===== src/core/sfs_pkg.sv =====
// Purpose: Shared constants for the standby fail-safe supervisor.
// Assumes: A 10 MHz core clock and 8-bit rail readings.
// Notes: The register offset, the control and throttle timer reset values and the fail-safe cycle count live here.

// ====================================================================
// Constants
// ====================================================================
package sfs_pkg;
	// Register map and field positions.
	localparam logic [7:0] DYN_START_TEMP_CTRL1_ADDR = 8'h36;
	localparam int STANDBY_LOW_EN_BIT = 1;
	localparam logic [7:0] DYN_START_TEMP_CTRL1_RST = 8'h00;
	localparam int CORE_LOW_STATUS_BIT = 1;
	// Rail code that stands for the 0.75 V powered threshold.
	localparam logic [7:0] RAIL_ON_CODE = 8'h40;
	// Full-speed duty cycle, 100 percent.
	localparam logic [7:0] DUTY_FULL = 8'hFF;
	localparam logic [7:0] DUTY_ZERO = 8'h00;
	// Fail-safe timeout of 4.6 s, derived into cycles of the 10 MHz clock.
	localparam int FAILSAFE_MS = 4600;
	localparam int CLK_KHZ = 10000;
	localparam int FAILSAFE_CYC = FAILSAFE_MS * CLK_KHZ;
	localparam int FAILSAFE_W = 26;
	localparam int THR_TIMER_W = 16;
	localparam logic [15:0] THR_TIMER_RST = 16'h0000;
	// Power-on supervisor states, Gray coded along the usual path.
	typedef enum logic [1:0] {
		SFS_WAIT_RAIL = 2'b00,
		SFS_COUNTING = 2'b01,
		SFS_FULL_SPEED = 2'b11,
		SFS_NORMAL = 2'b10
	} sfs_state_t;
endpackage


===== src/core/sfs_sync2.sv =====
// Purpose: Two-flop synchroniser for a level from outside the clock domain.
// Assumes: The input is a slow level.
// Notes: Only the second flop is visible to the rest of the design.
`timescale 1ns/1ns

// ====================================================================
// Synchroniser
// ====================================================================
module sfs_sync2 #(
	parameter logic RST_VAL = 1'b0
) (
	input wire logic clk,
	input wire logic rstn,
	input wire logic d,
	output logic q
);
	logic meta_r;

	// Two stages; the first is read by the second only.
	always_ff @(posedge clk or negedge rstn) begin
		if (!rstn) begin
			meta_r <= RST_VAL;
			q <= RST_VAL;
		end else begin
			meta_r <= d;
			q <= meta_r;
		end
	end
endmodule


===== src/core/sfs_countdown.sv =====
// Purpose: Loadable down-counter that flags expiry.
// Assumes: LOAD is at least one.
// Notes: Restarting while running reloads the count.
`timescale 1ns/1ns

// ====================================================================
// Countdown
// ====================================================================
module sfs_countdown #(
	parameter int W = 26,
	parameter logic [W-1:0] LOAD = '1
) (
	input wire logic clk,
	input wire logic rstn,
	input wire logic start,
	input wire logic cancel,
	output logic running_r,
	output logic expired_r
);
	logic [W-1:0] count_r;

	// Counts down from LOAD - 1 after start; expiry is a held level until restart or cancel.
	always_ff @(posedge clk or negedge rstn) begin
		if (!rstn) begin
			count_r <= '0;
			running_r <= 1'b0;
			expired_r <= 1'b0;
		end else if (cancel) begin
			running_r <= 1'b0;
			expired_r <= 1'b0;
		end else if (start) begin
			count_r <= LOAD - W'(1);
			running_r <= 1'b1;
			expired_r <= 1'b0;
		end else if (running_r) begin
			if (count_r == '0) begin
				running_r <= 1'b0;
				expired_r <= 1'b1;
			end else begin
				count_r <= count_r - W'(1);
			end
		end
	end
endmodule


===== src/core/sfs_supervisor.sv =====
// Purpose: Standby and power-on fail-safe supervision of the fan monitor.
// Assumes: Rail readings, limits and SMBus address hits come from logic on clk.
// Notes: The thermal throttle pin is asynchronous and is synchronised here.
`timescale 1ns/1ns

module sfs_supervisor #(
	parameter int unsigned FAILSAFE_CYCLES = sfs_pkg::FAILSAFE_CYC
) (
	input wire logic clk,
	input wire logic rstn,
	input wire logic [7:0] cpu_core_rail,
	input wire logic [7:0] cpu_core_rail_low_limit,
	input wire logic core_low_alert_enable,
	input wire logic status_clear,
	input wire logic smbus_addressed,
	input wire logic reg_wr_en,
	input wire logic [7:0] reg_addr,
	input wire logic [7:0] reg_wdata,
	input wire logic thermal_throttle_pin_n,
	output logic [7:0] reg_rdata_r,
	output logic core_low_status_r,
	output logic smbus_alert_n_r,
	output logic throttle_monitor_en_r,
	output logic [15:0] throttle_timer_r,
	output logic start_temp_adjust_en_r,
	output logic shutdown_allowed_r,
	output logic fan_full_speed_r,
	output logic fan_stop_r,
	output logic load_defaults_r,
	output logic [7:0] fan_duty_override_r
);
	localparam logic [sfs_pkg::FAILSAFE_W-1:0] FS_LOAD = sfs_pkg::FAILSAFE_W'(FAILSAFE_CYCLES);

	logic [7:0] dyn_start_temp_control_1_r;
	logic standby_core_low_enable;
	logic standby_low;
	logic rail_powered;
	logic thermal_sync_n;
	logic fs_start;
	logic fs_cancel;
	logic fs_running;
	logic fs_expired;
	logic defaults_now;
	sfs_pkg::sfs_state_t state_r;
	sfs_pkg::sfs_state_t state_nxt;

	// ====================================================================
	// Input conditioning
	// ====================================================================

	// The throttle pin arrives from the board and is synchronised first.
	sfs_sync2 #(
		.RST_VAL(1'b1)
	) u_thermal_sync (
		.clk(clk),
		.rstn(rstn),
		.d(thermal_throttle_pin_n),
		.q(thermal_sync_n)
	);

	// Standby low condition and rail powered detection.
	assign standby_core_low_enable = dyn_start_temp_control_1_r[sfs_pkg::STANDBY_LOW_EN_BIT];
	assign standby_low = standby_core_low_enable && (cpu_core_rail < cpu_core_rail_low_limit);
	assign rail_powered = (cpu_core_rail >= sfs_pkg::RAIL_ON_CODE);

	// ====================================================================
	// Register file
	// ====================================================================

	// The control register is written by the host and returns to default on a defaults load.
	always_ff @(posedge clk or negedge rstn) begin
		if (!rstn) begin
			dyn_start_temp_control_1_r <= sfs_pkg::DYN_START_TEMP_CTRL1_RST;
		end else if (defaults_now) begin
			dyn_start_temp_control_1_r <= sfs_pkg::DYN_START_TEMP_CTRL1_RST;
		end else if (reg_wr_en && reg_addr == sfs_pkg::DYN_START_TEMP_CTRL1_ADDR) begin
			dyn_start_temp_control_1_r <= reg_wdata;
		end
	end

	// Read data shows the control register or the live status bit.
	always_ff @(posedge clk or negedge rstn) begin
		if (!rstn) begin
			reg_rdata_r <= 8'h00;
		end else if (reg_addr == sfs_pkg::DYN_START_TEMP_CTRL1_ADDR) begin
			reg_rdata_r <= dyn_start_temp_control_1_r;
		end else begin
			reg_rdata_r <= 8'h00;
			reg_rdata_r[sfs_pkg::CORE_LOW_STATUS_BIT] <= core_low_status_r;
		end
	end

	// ====================================================================
	// Standby behaviour
	// ====================================================================

	// Sticky status bit; a set in the clearing cycle wins.
	always_ff @(posedge clk or negedge rstn) begin
		if (!rstn) begin
			core_low_status_r <= 1'b0;
		end else if (standby_low) begin
			core_low_status_r <= 1'b1;
		end else if (status_clear) begin
			core_low_status_r <= 1'b0;
		end
	end

	// Alert is low while the status bit stands and alerting is enabled.
	always_ff @(posedge clk or negedge rstn) begin
		if (!rstn) begin
			smbus_alert_n_r <= 1'b1;
		end else begin
			smbus_alert_n_r <= !((core_low_status_r || standby_low) && core_low_alert_enable);
		end
	end

	// Monitoring, adjustment and shutdown gates follow the standby low condition.
	always_ff @(posedge clk or negedge rstn) begin
		if (!rstn) begin
			throttle_monitor_en_r <= 1'b1;
			start_temp_adjust_en_r <= 1'b1;
			shutdown_allowed_r <= 1'b1;
		end else begin
			throttle_monitor_en_r <= !standby_low;
			start_temp_adjust_en_r <= !standby_low;
			shutdown_allowed_r <= !standby_low;
		end
	end

	// Throttle timer counts asserted cycles and holds its count while monitoring is off.
	always_ff @(posedge clk or negedge rstn) begin
		if (!rstn) begin
			throttle_timer_r <= sfs_pkg::THR_TIMER_RST;
		end else if (throttle_monitor_en_r && !standby_low && !thermal_sync_n && throttle_timer_r != 16'hFFFF) begin
			throttle_timer_r <= throttle_timer_r + 16'h0001;
		end
	end

	// ====================================================================
	// Power-on fail-safe
	// ====================================================================

	// Fail-safe countdown on the internal clock.
	sfs_countdown #(
		.W(sfs_pkg::FAILSAFE_W),
		.LOAD(FS_LOAD)
	) u_failsafe (
		.clk(clk),
		.rstn(rstn),
		.start(fs_start),
		.cancel(fs_cancel),
		.running_r(fs_running),
		.expired_r(fs_expired)
	);

	// Power-on state machine.
	always_comb begin
		state_nxt = state_r;
		fs_start = 1'b0;
		fs_cancel = 1'b0;
		defaults_now = 1'b0;
		case (state_r)
			sfs_pkg::SFS_WAIT_RAIL: begin
				if (smbus_addressed) begin
					state_nxt = sfs_pkg::SFS_NORMAL;
					defaults_now = 1'b1;
				end else if (rail_powered) begin
					state_nxt = sfs_pkg::SFS_COUNTING;
					fs_start = 1'b1;
				end
			end
			sfs_pkg::SFS_COUNTING: begin
				if (smbus_addressed) begin
					state_nxt = sfs_pkg::SFS_NORMAL;
					fs_cancel = 1'b1;
					defaults_now = 1'b1;
				end else if (fs_expired) begin
					state_nxt = sfs_pkg::SFS_FULL_SPEED;
				end
			end
			sfs_pkg::SFS_FULL_SPEED: begin
				if (smbus_addressed) begin
					state_nxt = sfs_pkg::SFS_NORMAL;
					fs_cancel = 1'b1;
					defaults_now = 1'b1;
				end
			end
			sfs_pkg::SFS_NORMAL: begin
				state_nxt = sfs_pkg::SFS_NORMAL;
			end
			default: begin
				state_nxt = sfs_pkg::SFS_WAIT_RAIL;
			end
		endcase
	end

	// State register.
	always_ff @(posedge clk or negedge rstn) begin
		if (!rstn) begin
			state_r <= sfs_pkg::SFS_WAIT_RAIL;
		end else begin
			state_r <= state_nxt;
		end
	end

	// Fan forcing, fan stop and defaults pulses.
	always_ff @(posedge clk or negedge rstn) begin
		if (!rstn) begin
			fan_full_speed_r <= 1'b0;
			fan_duty_override_r <= sfs_pkg::DUTY_ZERO;
			fan_stop_r <= 1'b0;
			load_defaults_r <= 1'b0;
		end else begin
			fan_full_speed_r <= (state_nxt == sfs_pkg::SFS_FULL_SPEED);
			fan_duty_override_r <= (state_nxt == sfs_pkg::SFS_FULL_SPEED) ? sfs_pkg::DUTY_FULL
				: sfs_pkg::DUTY_ZERO;
			fan_stop_r <= (state_r == sfs_pkg::SFS_FULL_SPEED) && smbus_addressed;
			load_defaults_r <= defaults_now;
		end
	end
endmodule


===== config.mk =====
export PLATFORM = sky130hd
export DESIGN_NAME = sfs_supervisor
export DESIGN_NICKNAME = d
export VERILOG_FILES = /design/src/core/sfs_pkg.sv /design/src/core/sfs_sync2.sv /design/src/core/sfs_countdown.sv /design/src/core/sfs_supervisor.sv
export SDC_FILE = /design/constraint.sdc
export NUM_CORES = 1
export LEC_CHECK = 0
export BUFFER_PORTS_ARGS = -buffer_cell sky130_fd_sc_hd__buf_4
export CAP_MARGIN = 20
export CORE_UTILIZATION = 49
export CTS_CLUSTER_SIZE = 30
export DETAILED_ROUTE_END_ITERATION = 8
export GPL_ROUTABILITY_DRIVEN = 0
export PLACE_DENSITY = 0.82
export SLEW_MARGIN = 20
export SYNTH_ARGS = -nofsm -noshare
export SYNTH_HDL_FRONTEND = slang
export SYNTH_HIERARCHICAL = 1
export SYNTH_SLANG_ARGS = --single-unit
export TNS_END_PERCENT = 10

===== constraint.sdc =====
create_clock -name clk -period 2.44 [get_ports clk]
set_clock_uncertainty 0.05 [all_clocks]
set_input_delay 0.244 -clock clk [delete_from_list [all_inputs] [get_ports clk]]
set_output_delay 0.244 -clock clk [all_outputs]
set_load 0.1 [all_outputs]

# After elaboration in Yosys (flattened, before gate mapping)
# Index checks and enable logic that the tools add are counted.
word_totals:
  reg_bits: 78
  inputBits: 39
  out_inout_bits: 40
classes:
  add_sub_neg: 2
  order_cmp: 2
  eq_ne: 7
  mux: 29
  bitwise: 1
  reduce_logical: 22
ops:
  columns: ["cell", "count"]
  rows:
  - ["26-bit two-way mux", 3]
  - ["8-bit two-way mux", 4]
  - ["26-bit logical NOT", 1]
  - ["26-bit by 1-bit subtractor with 26-bit output, second input constant", 1]
  - ["16-bit by 1-bit adder with 16-bit output, second input constant", 1]
  - ["1-bit two-way mux", 16]
  - ["16-bit != test, second input constant", 1]
  - ["2-bit two-way mux", 5]
  - ["8-bit by 6-bit equality test with 1-bit output, second input constant", 1]
  - ["8-bit by 7-bit >= comparator with 1-bit output, second input constant", 1]
  - ["8-bit < comparator", 1]
  - ["2-bit one-hot mux with 4 select lines", 1]
  - ["1-bit logical AND", 7]
  - ["2-bit equality test, second input constant", 3]
  - ["2-bit nonzero test", 3]
  - ["3-bit nonzero test", 2]
  - ["1-bit logical NOT", 3]
  - ["3-bit AND reduction", 1]
  - ["3-bit OR reduction", 1]
  - ["2-bit by 1-bit equality test with 1-bit output, second input constant", 1]
  - ["2-bit logical NOT", 1]
  - ["2-bit != test, second input constant", 1]
  - ["2-bit AND reduction", 1]
  - ["2-bit OR reduction", 1]
  - ["other kinds (2)", 2]

# Depth between registers and ports, before layout
# Gate-level depths: netlist of the first run.
depth:
  depth_word: 6
  ltp_mapped: 9
  ltp_nobuf: 8

# Cells and area by module
# The synthesis of the first run kept the hierarchy.
modules_own_cells:
  columns: ["module", "n_inst", "cells_each", "area_per_inst_um2", "seq_area_each_um2"]
  rows:
  - ["sfs_supervisor", 1, 193, 2020.7, 1003.5]
  - ["sfs_countdown", 1, 176, 1621.6, 700.7]
  - ["sfs_sync2", 1, 2, 52.6, 52.6]

# Worst setup path after synthesis of the first run
# Ideal clock, no wire load.
synth_path:
  path_type: "register to register"
  startpoint: "register u_failsafe.count_r[10]"
  endpoint: "register u_failsafe.count_r[25]"
  setup_time_ns: 0.136
  arrival_ns: 2.338
  required_time_ns: 2.254
  slack_ns: -0.084
  stages_incl_launch_ff: 7
  path_cell_list: "dfrtp_1 or4_1 or4_1 clkbuf_1 a211oi_2 a31oi_1 or3b_2"
synth_between:
  elab_chain_cells: 4
  word_cells_on_any_way: 7
synth_rtl:
  columns: ["item", "line_no", "rtl"]
  rows:
  - ["start: declaration", "sfs_countdown.sv:20", "logic [W-1:0] count_r;"]
  - ["start signal: assignment", "sfs_countdown.sv:32", "count_r <= LOAD - W'(1);"]
  - ["start signal: assignment", "sfs_countdown.sv:40", "count_r <= count_r - W'(1);"]
  - ["26-bit by 1-bit subtractor with 26-bit output", "sfs_countdown.sv:40", null]
  - ["26-bit two-way mux", "sfs_countdown.sv:36", "if (count_r == '0) begin"]
  - ["26-bit two-way mux", "sfs_countdown.sv:35", "end else if (running_r) begin"]
  - ["26-bit two-way mux", "sfs_countdown.sv:31", "end else if (start) begin"]
# Several ways; a longest one is shown, not always the timed one. The select of a mux whose other input is x is not followed.
# A chain may end at the register's enable or synchronous reset.

# Worst setup path after layout of the first run
layout_path:
  startpoint: "register u_failsafe.count_r[17]"
  endpoint: "register u_failsafe.count_r[22]"
# Same word-level chain as after synthesis.

==> results.sh, run 1 <==
export IMPL_grt_pass1_wl_um=15000
export IMPL_cp_data_required_time_ps=2670
export IMPL_status="finished with violations"
export IMPL_met3_usage=0.0681
export IMPL_cts_sinks=70
export IMPL_cp_end_kind="register"
export IMPL_slew_viol_final=0
export IMPL_setup_violations=2
export IMPL_yosysTopAreaCell="dfrtp_1"
export IMPL_synth_area_top_cells="dfrtp_1 (45%), ha_1 (3.0%), dfstp_2 (2.8%), xnor2_1 (2.6%), nand2_1 (2.4%)"
export IMPL_path_clk_slew_ps=70
export IMPL_drtAntennaViolNets=0
export IMPL_fin_util=0.669
export IMPL_async_flop_share=1.00
export IMPL_cap_violations=0
export IMPL_drive_gt1_frac=0.329
export IMPL_avgSynthCellArea_um2=9.96
export IMPL_power_mw=4.01
export IMPL_p_leak_nw=2.24
export IMPL_cts_root_buf="clkbuf_8"
export IMPL_hold_violations=0
export IMPL_synth_nets=419
export IMPL_timing_hold_ws_ps=30.9
export IMPL_die_area_um2=7890
export IMPL_synth_edf_count=0
export IMPL_fmax_mhz=400
export IMPL_ys_ff_latch=70
export IMPL_met2_usage=0.451
export IMPL_hold_class="in2reg"
export IMPL_synth_yosys_warnings=6
export IMPL_grt_max_degree=71
export IMPL_tightest_slew_ps=859
export IMPL_yosysTopAreaCellShare=0.447
export IMPL_core_um2=7250
export IMPL_cts_tree="yes"
export IMPL_peakVddDrop_v=0.000568
export IMPL_grt_overflow=0
export IMPL_track_usage=0.253
export IMPL_cp_max_fo=4
export IMPL_num_rows=31
export IMPL_grt_antenna_before_repair=0
export IMPL_port_buffers=78
export IMPL_finalCriticalPeriod_ps=2500
export IMPL_grtUsageMet1=0.282
export IMPL_wl_um=9300
export IMPL_insertion_delay_ps=340
export IMPL_num_antenna_cells=0
export IMPL_boundaryPins=79
export IMPL_synth_ff_type="dfrtp_1"
export IMPL_critical_path_class="reg2reg"
export IMPL_busiest_layer="met2"
export IMPL_maxSlewHeadroom=0.427
export IMPL_drtIter0Drc=208
export IMPL_final_nets=529
export IMPL_synth_seq_area_share=0.475
export IMPL_period_share=1.02
export IMPL_final_cell_count_no_fill=585
export IMPL_finalWorstSetupSlack_ps=-58.2
export IMPL_start_util=0.509
export IMPL_syn_area_um2=3690
export IMPL_vias_per_cell=5.69
export IMPL_fin_tns_setup_ps=-64.2
export IMPL_critPathArrivalTime_ps=2720
export IMPL_die_h_um=88.8
export IMPL_grt_pass1_vias=3355
export IMPL_syn2layout_area_growth_pct=31.4
export IMPL_drc=0
export IMPL_cts_buffers=9
export IMPL_critPathLaunchType="register"
export IMPL_fillers=574
export IMPL_violations="negative setup slack"
export IMPL_dp_hpwl_um=6580
export IMPL_vias=3326
export IMPL_rsz0062_at_grt="yes"
export IMPL_wl_per_cell_um=15.9
export IMPL_ys_types=59
export IMPL_clockBufferDepth=2
export IMPL_syn_instance_count=371
export IMPL_dpl_cell_count=564
export IMPL_die_x_um=88.8
export IMPL_power_density_nw_per_um2=825
export IMPL_htree_levels=3
export IMPL_drt_first_pass_iters=5
## cells in the mapped netlist (5+ instances only)
cell / number
nand2b_1: 6
o31ai_1: 5
a21oi_1: 17
nand4_1: 12
or3_1: 8
xnor2_1: 11
and4_1: 5
clkbuf_1: 11
and3_1: 9
nor3_1: 11
buf_4: 10
nand2_1: 24
or4_1: 9
a31oi_1: 7
inv_1: 20
nor4_1: 11
and2_1: 9
xor2_1: 7
o21ai_0: 9
dfrtp_1: 66
nand3_1: 14
ha_1: 9
nor2_1: 24
## metal layers
metal,wire length (µm),up-vias
met5,0,-
met4,261,0
met2,4890,121
met3,506,32
met1,3640,1599
li1,-,1574
## power breakdown
group | leakage [nW] | internal (mW) | switching [mW] | total (mW)
Sequential | 0.892 | 1.36 | 0.231 | 1.59
Combinational | 1.25 | 0.544 | 0.967 | 1.51
Clock | 0.0947 | 0.501 | 0.404 | 0.905
## logic make-up after synthesis
logic type               share of synthesized area
AND/OR/NAND/NOR                              0.253
flip-flops                                   0.475
AO/OA/AOI/OAI                                0.135
buffers and inverters                       0.0576
XOR/XNOR                                    0.0427
adder cells (fa/ha/maj)                     0.0305
multiplexers                               0.00576
## metrics by stage
step	area [µm²]	worst slack (ps)
2_1_floorplan	3700	-36.6
3_3_place_gp	4570	-22.4
3_5_place_dp	4570	-55.1
4_1_cts	4800	-46.1
5_1_grt	4850	-111
6_report	4850	-58.2
## registers in the layout (all words and copies together) (netlist names), 2 cells and up
name / flops
u_failsafe/count_r: 26
throttle_timer_r: 16
dyn_start_temp_control_1_r: 8
reg_rdata_r: 8
state_r: 2
## layout by cell type, fill, tap and decap left out, types with 5 or more instances in the layout
| cell | n |
|---|---|
| buf_4 | 118 |
| dfrtp_1 | 65 |
| nor2_1 | 24 |
| nand2_1 | 24 |
| inv_1 | 20 |
| a21oi_1 | 16 |
| nand3_1 | 14 |
| nand4_1 | 12 |
| nor3_1 | 11 |
| xnor2_1 | 11 |
| nor4_1 | 10 |
| clkbuf_8 | 10 |
| and2_1 | 9 |
| o21ai_0 | 9 |
| and3_1 | 9 |
| ha_1 | 9 |
| xor2_1 | 7 |
| a31oi_1 | 7 |
| or3_1 | 7 |
| nand2b_1 | 6 |
| or4_1 | 6 |
| and4_1 | 5 |
| or4_4 | 5 |
## path summary, 6_finish.rpt
kind / end / slack (ps) / startpoint / cells past startpoint
min: core_low_status_r / 30 / status_clear / 2
min reg2reg: u_thermal_sync/q / 310 / u_thermal_sync/meta_r / 0
max in group asynchronous: throttle_timer_r[0] / 1240 / rstn / 2
max: u_failsafe/count_r[22] / -60 / u_failsafe/count_r[17] / 5
min in group asynchronous: throttle_timer_r[13] / 490 / rstn / 2
max reg2reg: u_failsafe/count_r[22] / -60 / u_failsafe/count_r[17] / 5
## worst max-delay path, cell delays in order (launching register included)
cell and delay, ps:
dfrtp_1 380, or4_4 580, or2_4 250, or4_4 520, or4b_4 530, a21oi_2 130
## timing repair
action / CTS / global route
endpoints found under the setup margin: 2 / 15
resized for setup: 0 / 10
pin swaps: 3 / 2
buffers inserted: 1 / 1
endpoints found under the hold margin: 18 / 0
hold buffers: 3 / 0
## cell type report
type	instances	area, µm²	area share
Clock buffer	14	153	0.0314
Clock inverter	2	35.0	0.00722
Inverter	21	81.3	0.0168
Multi-Input combinational cell	257	1780	0.366
Sequential cell	70	1760	0.362
Tap cell	99	124	0.0255
Timing Repair Buffer	122	927	0.191
Note: power is estimated with default switching activity, not from simulation.
==> run 2, diff against run 1 <==
==> constraint.sdc (replaced) <==
create_clock -name clk -period 2.44 [get_ports clk]
set_clock_uncertainty 0.05 [all_clocks]
set_input_delay 0.488 -clock clk [delete_from_list [all_inputs] [get_ports clk]]
set_output_delay 0.488 -clock clk [all_outputs]
set_load 0.1 [all_outputs]
==> results.sh, run 2 (synthesis gave the netlist of run 1 again) <==
export IMPL_status="finished with violations"
export IMPL_cts_root_buf="clkbuf_8"
export IMPL_layout_cells_most_common_list="buf_4 (129), dfrtp_1 (65), nand2_1 (24)"
export IMPL_path_clk_slew_ps=70
export IMPL_num_antenna_cells=0
export IMPL_grt_pass1_vias=3246
export IMPL_p_leak_nw=2.28
export IMPL_cts_buffers=9
export IMPL_cp_common_cell="or4_4"
export IMPL_finalWorstSetupSlack_ps=-5.35
export IMPL_period_share=1.00
export IMPL_grt_antenna_before_repair=0
export IMPL_grt_pass1_wl_um=14800
export IMPL_cp_data_required_time_ps=2670
export IMPL_start_util=0.509
export IMPL_clockBufferDepth=2
export IMPL_grt_max_degree=48
export IMPL_place_area_um2=4670
export IMPL_grt_overflow=0
export IMPL_power_density_nw_per_um2=828
export IMPL_drc=0
export IMPL_maxSlewHeadroom=0.515
export IMPL_track_usage=0.248
export IMPL_cts_sinks=70
export IMPL_tightest_slew_ps=728
export IMPL_drive_gt1_frac=0.354
export IMPL_die_area_um2=7890
export IMPL_critPathArrivalTime_ps=2670
export IMPL_setup_violations=1
export IMPL_cp_max_fo=4
export IMPL_final_common_cell="buf_4"
export IMPL_power_mw=4.08
export IMPL_num_rows=31
export IMPL_register_area_um2=1760
export IMPL_violations="negative setup slack"
export IMPL_insertion_delay_ps=340
export IMPL_regMostFlops="u_failsafe/count_r"
export IMPL_fmax_mhz=409
export IMPL_cp_end_kind="register"
export IMPL_die_x_um=88.8
export IMPL_vias_per_cell=5.63
export IMPL_drt_first_pass_iters=5
export IMPL_cts_tree="yes"
export IMPL_finalCriticalPeriod_ps=2450
export IMPL_final_area_um2=4930
export IMPL_port_buffers=78
export IMPL_wl_per_cell_um=15.1
export IMPL_dp_hpwl_um=6680
export IMPL_hold_class="in2async"
export IMPL_rsz0062_at_grt="yes"
export IMPL_worst_path_largest_cell_delay_ps=550
export IMPL_critPathLaunchType="register"
export IMPL_largest_reg_flops=26
export IMPL_peakVddDrop_v=0.000524
export IMPL_largestRegisters="u_failsafe/count_r x26, throttle_timer_r x16"
export IMPL_fillers=542
export IMPL_r2r_slack_ps=-5
export IMPL_drtIter0Drc=183
export IMPL_hold_violations=0
export IMPL_final_nets=537
export IMPL_drtAntennaViolNets=0
export IMPL_slew_viol_final=0
export IMPL_htree_levels=3
export IMPL_crit_chain="or4_4, or2_4, or4_4, or4b_1, a21oi_2"
export IMPL_multi_input_comb_area_um2=1790
export IMPL_slowest_stage="or4_4"
export IMPL_cap_violations=0
export IMPL_critical_path_class="reg2reg"
export IMPL_vias=3336
export IMPL_die_h_um=88.8
export IMPL_boundaryPins=79
export IMPL_syn2layout_area_growth_pct=33.5
export IMPL_core_um2=7250
export IMPL_wl_um=8980
==> run 2: changes by cell type in the layout (fill, tap and decap cells not counted), moves of 2 or more <==
cell	delta
dlygate4sd3_1	-3
nor4_2	+2
a311oi_1	-2
clkbuf_1	-2
buf_4	+11
a311oi_2	+2
==> run 2: final timing paths <==
check / endpoint / from / cells after the start
setup / recovery: u_failsafe/count_r[22] / u_failsafe/count_r[17] / 5
hold / removal: dyn_start_temp_control_1_r[6] / rstn / 1
setup reg to reg: u_failsafe/count_r[22] / u_failsafe/count_r[17] / 5
hold reg to reg: u_thermal_sync/q / u_thermal_sync/meta_r / 0
max in group asynchronous: u_failsafe/count_r[16] / rstn / 2
min in group clk: u_thermal_sync/meta_r / thermal_throttle_pin_n / 1
==> run 2: cell type report <==
| class | instances | area share |
|---|---|---|
| Inverter | 21 | 0.0165 |
| Clock buffer | 13 | 0.0322 |
| Multi-Input combinational cell | 257 | 0.362 |
| Tap cell | 99 | 0.0251 |
| Timing Repair Buffer | 130 | 0.199 |
| Clock inverter | 3 | 0.00888 |
| Sequential cell | 70 | 0.356 |
==> run 2: where the power goes <==
part / internal (mW) / switching (mW)
Sequential: 1.36 / 0.224
Combinational: 0.570 / 0.988
Clock: 0.529 / 0.413
==> run 2: critical path, delay by kind of cell (launching register included) <==
| family | cells | cell delay (ps) |
|---|---|---|
| compound gates | 1 | 120 |
| simple gates | 4 | 1840 |
| flops | 1 | 380 |
==> run 2: timing repair <==
item	CTS	global route
hold buffers	0	0
buffers inserted	0	0
setup endpoints to repair	2	10
resized for setup	2	10
pin swaps	2	1
==> run 2: metrics by stage <==
step	hold slack, ps	setup WS [ps]	instances	TNS [ps]	util
floorplan	142	-36.6	371	-100	-
global placement	296	0.862	577	0	0.644
detailed placement	297	-26.9	577	-26.9	0.644
CTS	107	1.19	593	0	0.673
global route	124	-54.3	593	-153	0.680
finish	102	-5.35	593	-5.35	0.680
==> run 2: routing by layer <==
layer,track usage,part of all wire,vias to the layer above,wire length [µm]
met5,0,0,-,0
met2,0.440,0.52,104,4640
li1,-,-,1587,-
met3,0.0625,0.052,23,463
met4,0.0982,0.022,0,202
met1,0.288,0.41,1622,3680
==> run 3, diff against run 2 <==
Settings changed: PLACE_DENSITY 0.82 to default, PLACE_DENSITY_LB_ADDON from default to 0.12.
==> results.sh, run 3 (synthesis gave the netlist of run 1 again) <==
export IMPL_grt_pass1_vias=2947
export IMPL_htree_levels=3
export IMPL_setup_violations=0
export IMPL_drt_first_pass_iters=4
export IMPL_cts_root_buf="clkbuf_8"
export IMPL_combPwrFrac=0.369
export IMPL_internal_power_mw=2.41
export IMPL_hold_class="in2async"
export IMPL_power_density_nw_per_um2=822
export IMPL_grtUsageMet1=0.293
export IMPL_layout_cells_most_common_list="buf_4 (126), dfrtp_1 (65), nand2_1 (24)"
export IMPL_grt_max_degree=43
export IMPL_die_area_um2=7890
export IMPL_p_leak_nw=2.27
export IMPL_post_place_ws_ps=-41.2
export IMPL_track_usage=0.223
export IMPL_period_share=0.989
export IMPL_num_antenna_cells=0
export IMPL_clockBufferDepth=2
export IMPL_drive_gt1_frac=0.352
export IMPL_finalCriticalPeriod_ps=2410
export IMPL_boundaryPins=79
export IMPL_cts_tree="yes"
export IMPL_insertion_delay_ps=340
export IMPL_critPathLaunchType="register"
export IMPL_drc=0
export IMPL_cap_violations=0
export IMPL_fmax_mhz=414
export IMPL_critical_path_class="reg2reg"
export IMPL_peakVddDrop_v=0.000525
export IMPL_cp_end_kind="register"
export IMPL_largestRegisters="u_failsafe/count_r x26, throttle_timer_r x16"
export IMPL_busiest_layer="met2"
export IMPL_vias_per_cell=5.47
export IMPL_port_buffers=78
export IMPL_hold_violations=0
export IMPL_wl_um=8390
export IMPL_dp_hpwl_um=6220
export IMPL_largest_reg_flops=26
export IMPL_syn2layout_area_growth_pct=32.8
export IMPL_met3_usage=0.0299
export IMPL_critPathArrivalTime_ps=2630
export IMPL_path_clk_slew_ps=80
export IMPL_vias=3229
export IMPL_slew_viol_final=0
export IMPL_grt_antenna_before_repair=0
export IMPL_die_h_um=88.8
export IMPL_final_common_cell="buf_4"
export IMPL_grt_pass1_wl_um=13400
export IMPL_hold_buffers=0
export IMPL_cts_buffers=9
export IMPL_num_rows=31
export IMPL_met2_usage=0.371
export IMPL_wl_per_cell_um=14.2
export IMPL_dpl_cell_count=573
export IMPL_die_x_um=88.8
export IMPL_fin_tns_setup_ps=0
export IMPL_p_clk_frac=0.239
export IMPL_cp_data_required_time_ps=2660
export IMPL_start_util=0.509
export IMPL_cts_sinks=70
export IMPL_rsz0062_at_grt="yes"
export IMPL_pwr_share_seq=0.392
export IMPL_drtAntennaViolNets=0
export IMPL_final_nets=534
export IMPL_status="finished, final reports clean"
export IMPL_core_um2=7250
export IMPL_p_sw_frac=0.402
export IMPL_grt_overflow=0
export IMPL_p_sw_mw=1.62
export IMPL_final_cell_count_no_fill=590
export IMPL_finalWorstSetupSlack_ps=26.4
export IMPL_regMostFlops="u_failsafe/count_r"
export IMPL_maxSlewHeadroom=0.536
export IMPL_drtIter0Drc=129
export IMPL_cp_max_fo=4
export IMPL_tightest_slew_ps=696
-- run 3: cell count changes in the layout (fill, tap and decap cells not counted), moves of 2 or more --
cell / delta
buf_4: -3
clkinvlp_4: +2
clkbuf_1: -2
clkinv_4: +2
-- run 3: power groups by stage --
stage | Sequential [mW] | Combinational [mW] | Clock (mW)
final | 1.58 | 1.49 | 0.964
after CTS | 1.57 | 1.47 | 0.986
after detailed placement | 1.59 | 1.47 | 0
after global placement | 1.58 | 1.45 | 0
after global routing | 1.62 | 1.61 | 1.03
after floorplan | 2.05 | 0.497 | 0
-- run 3: layer usage --
metal / part of all wire / up-vias
li1: - / 1595
met3: 0.037 / 9
met1: 0.47 / 1563
met5: 0 / -
met4: 0.015 / 0
met2: 0.47 / 62
-- run 3: repair_timing --
item	4_1_cts	5_1_grt
gates resized for setup	0	9
pin swaps	3	4
hold endpoints to repair	0	0
setup buffers	1	0
setup endpoints to repair	1	10
-- run 3: area by class of cell --
type	count	area, µm²
clock buffers	10	138
flip-flops and latches	70	1760
multi-input cells	257	1770
clock inverters	6	71.3
inverters	21	81.3
well taps	99	124
fillers	590	2340
repair buffers	127	966
-- run 3: worst max-delay path, stage by stage, from the launching register on --
cell	delay (ps)
dfrtp_1	380
or4_4	550
or2_4	240
or4_4	510
or4b_1	470
a21oi_1	140
-- run 3: worst paths after layout --
check	from	end	slack, ps	cells past startpoint
setup / recovery	u_failsafe/count_r[14]	u_failsafe/count_r[22]	30	5
hold / removal	rstn	dyn_start_temp_control_1_r[3]	10	1
setup reg to reg	u_failsafe/count_r[14]	u_failsafe/count_r[22]	30	5
hold reg to reg	u_thermal_sync/meta_r	u_thermal_sync/q	310	0
max in group asynchronous	rstn	smbus_alert_n_r	1720	2
min in group clk	thermal_throttle_pin_n	u_thermal_sync/meta_r	190	1
-- run 3: per-stage QoR --
| stage | utilization | instance area [µm²] | total power, mW | hold slack, ps |
|---|---|---|---|---|
| floorplan | - | 3700 | 2.55 | 142 |
| global placement | 0.641 | 4650 | 3.03 | 297 |
| detailed placement | 0.641 | 4650 | 3.06 | 297 |
| CTS | 0.671 | 4870 | 4.03 | 13.5 |
| global route | 0.677 | 4910 | 4.26 | 28.1 |
| finish | 0.677 | 4910 | 4.03 | 10.2 |
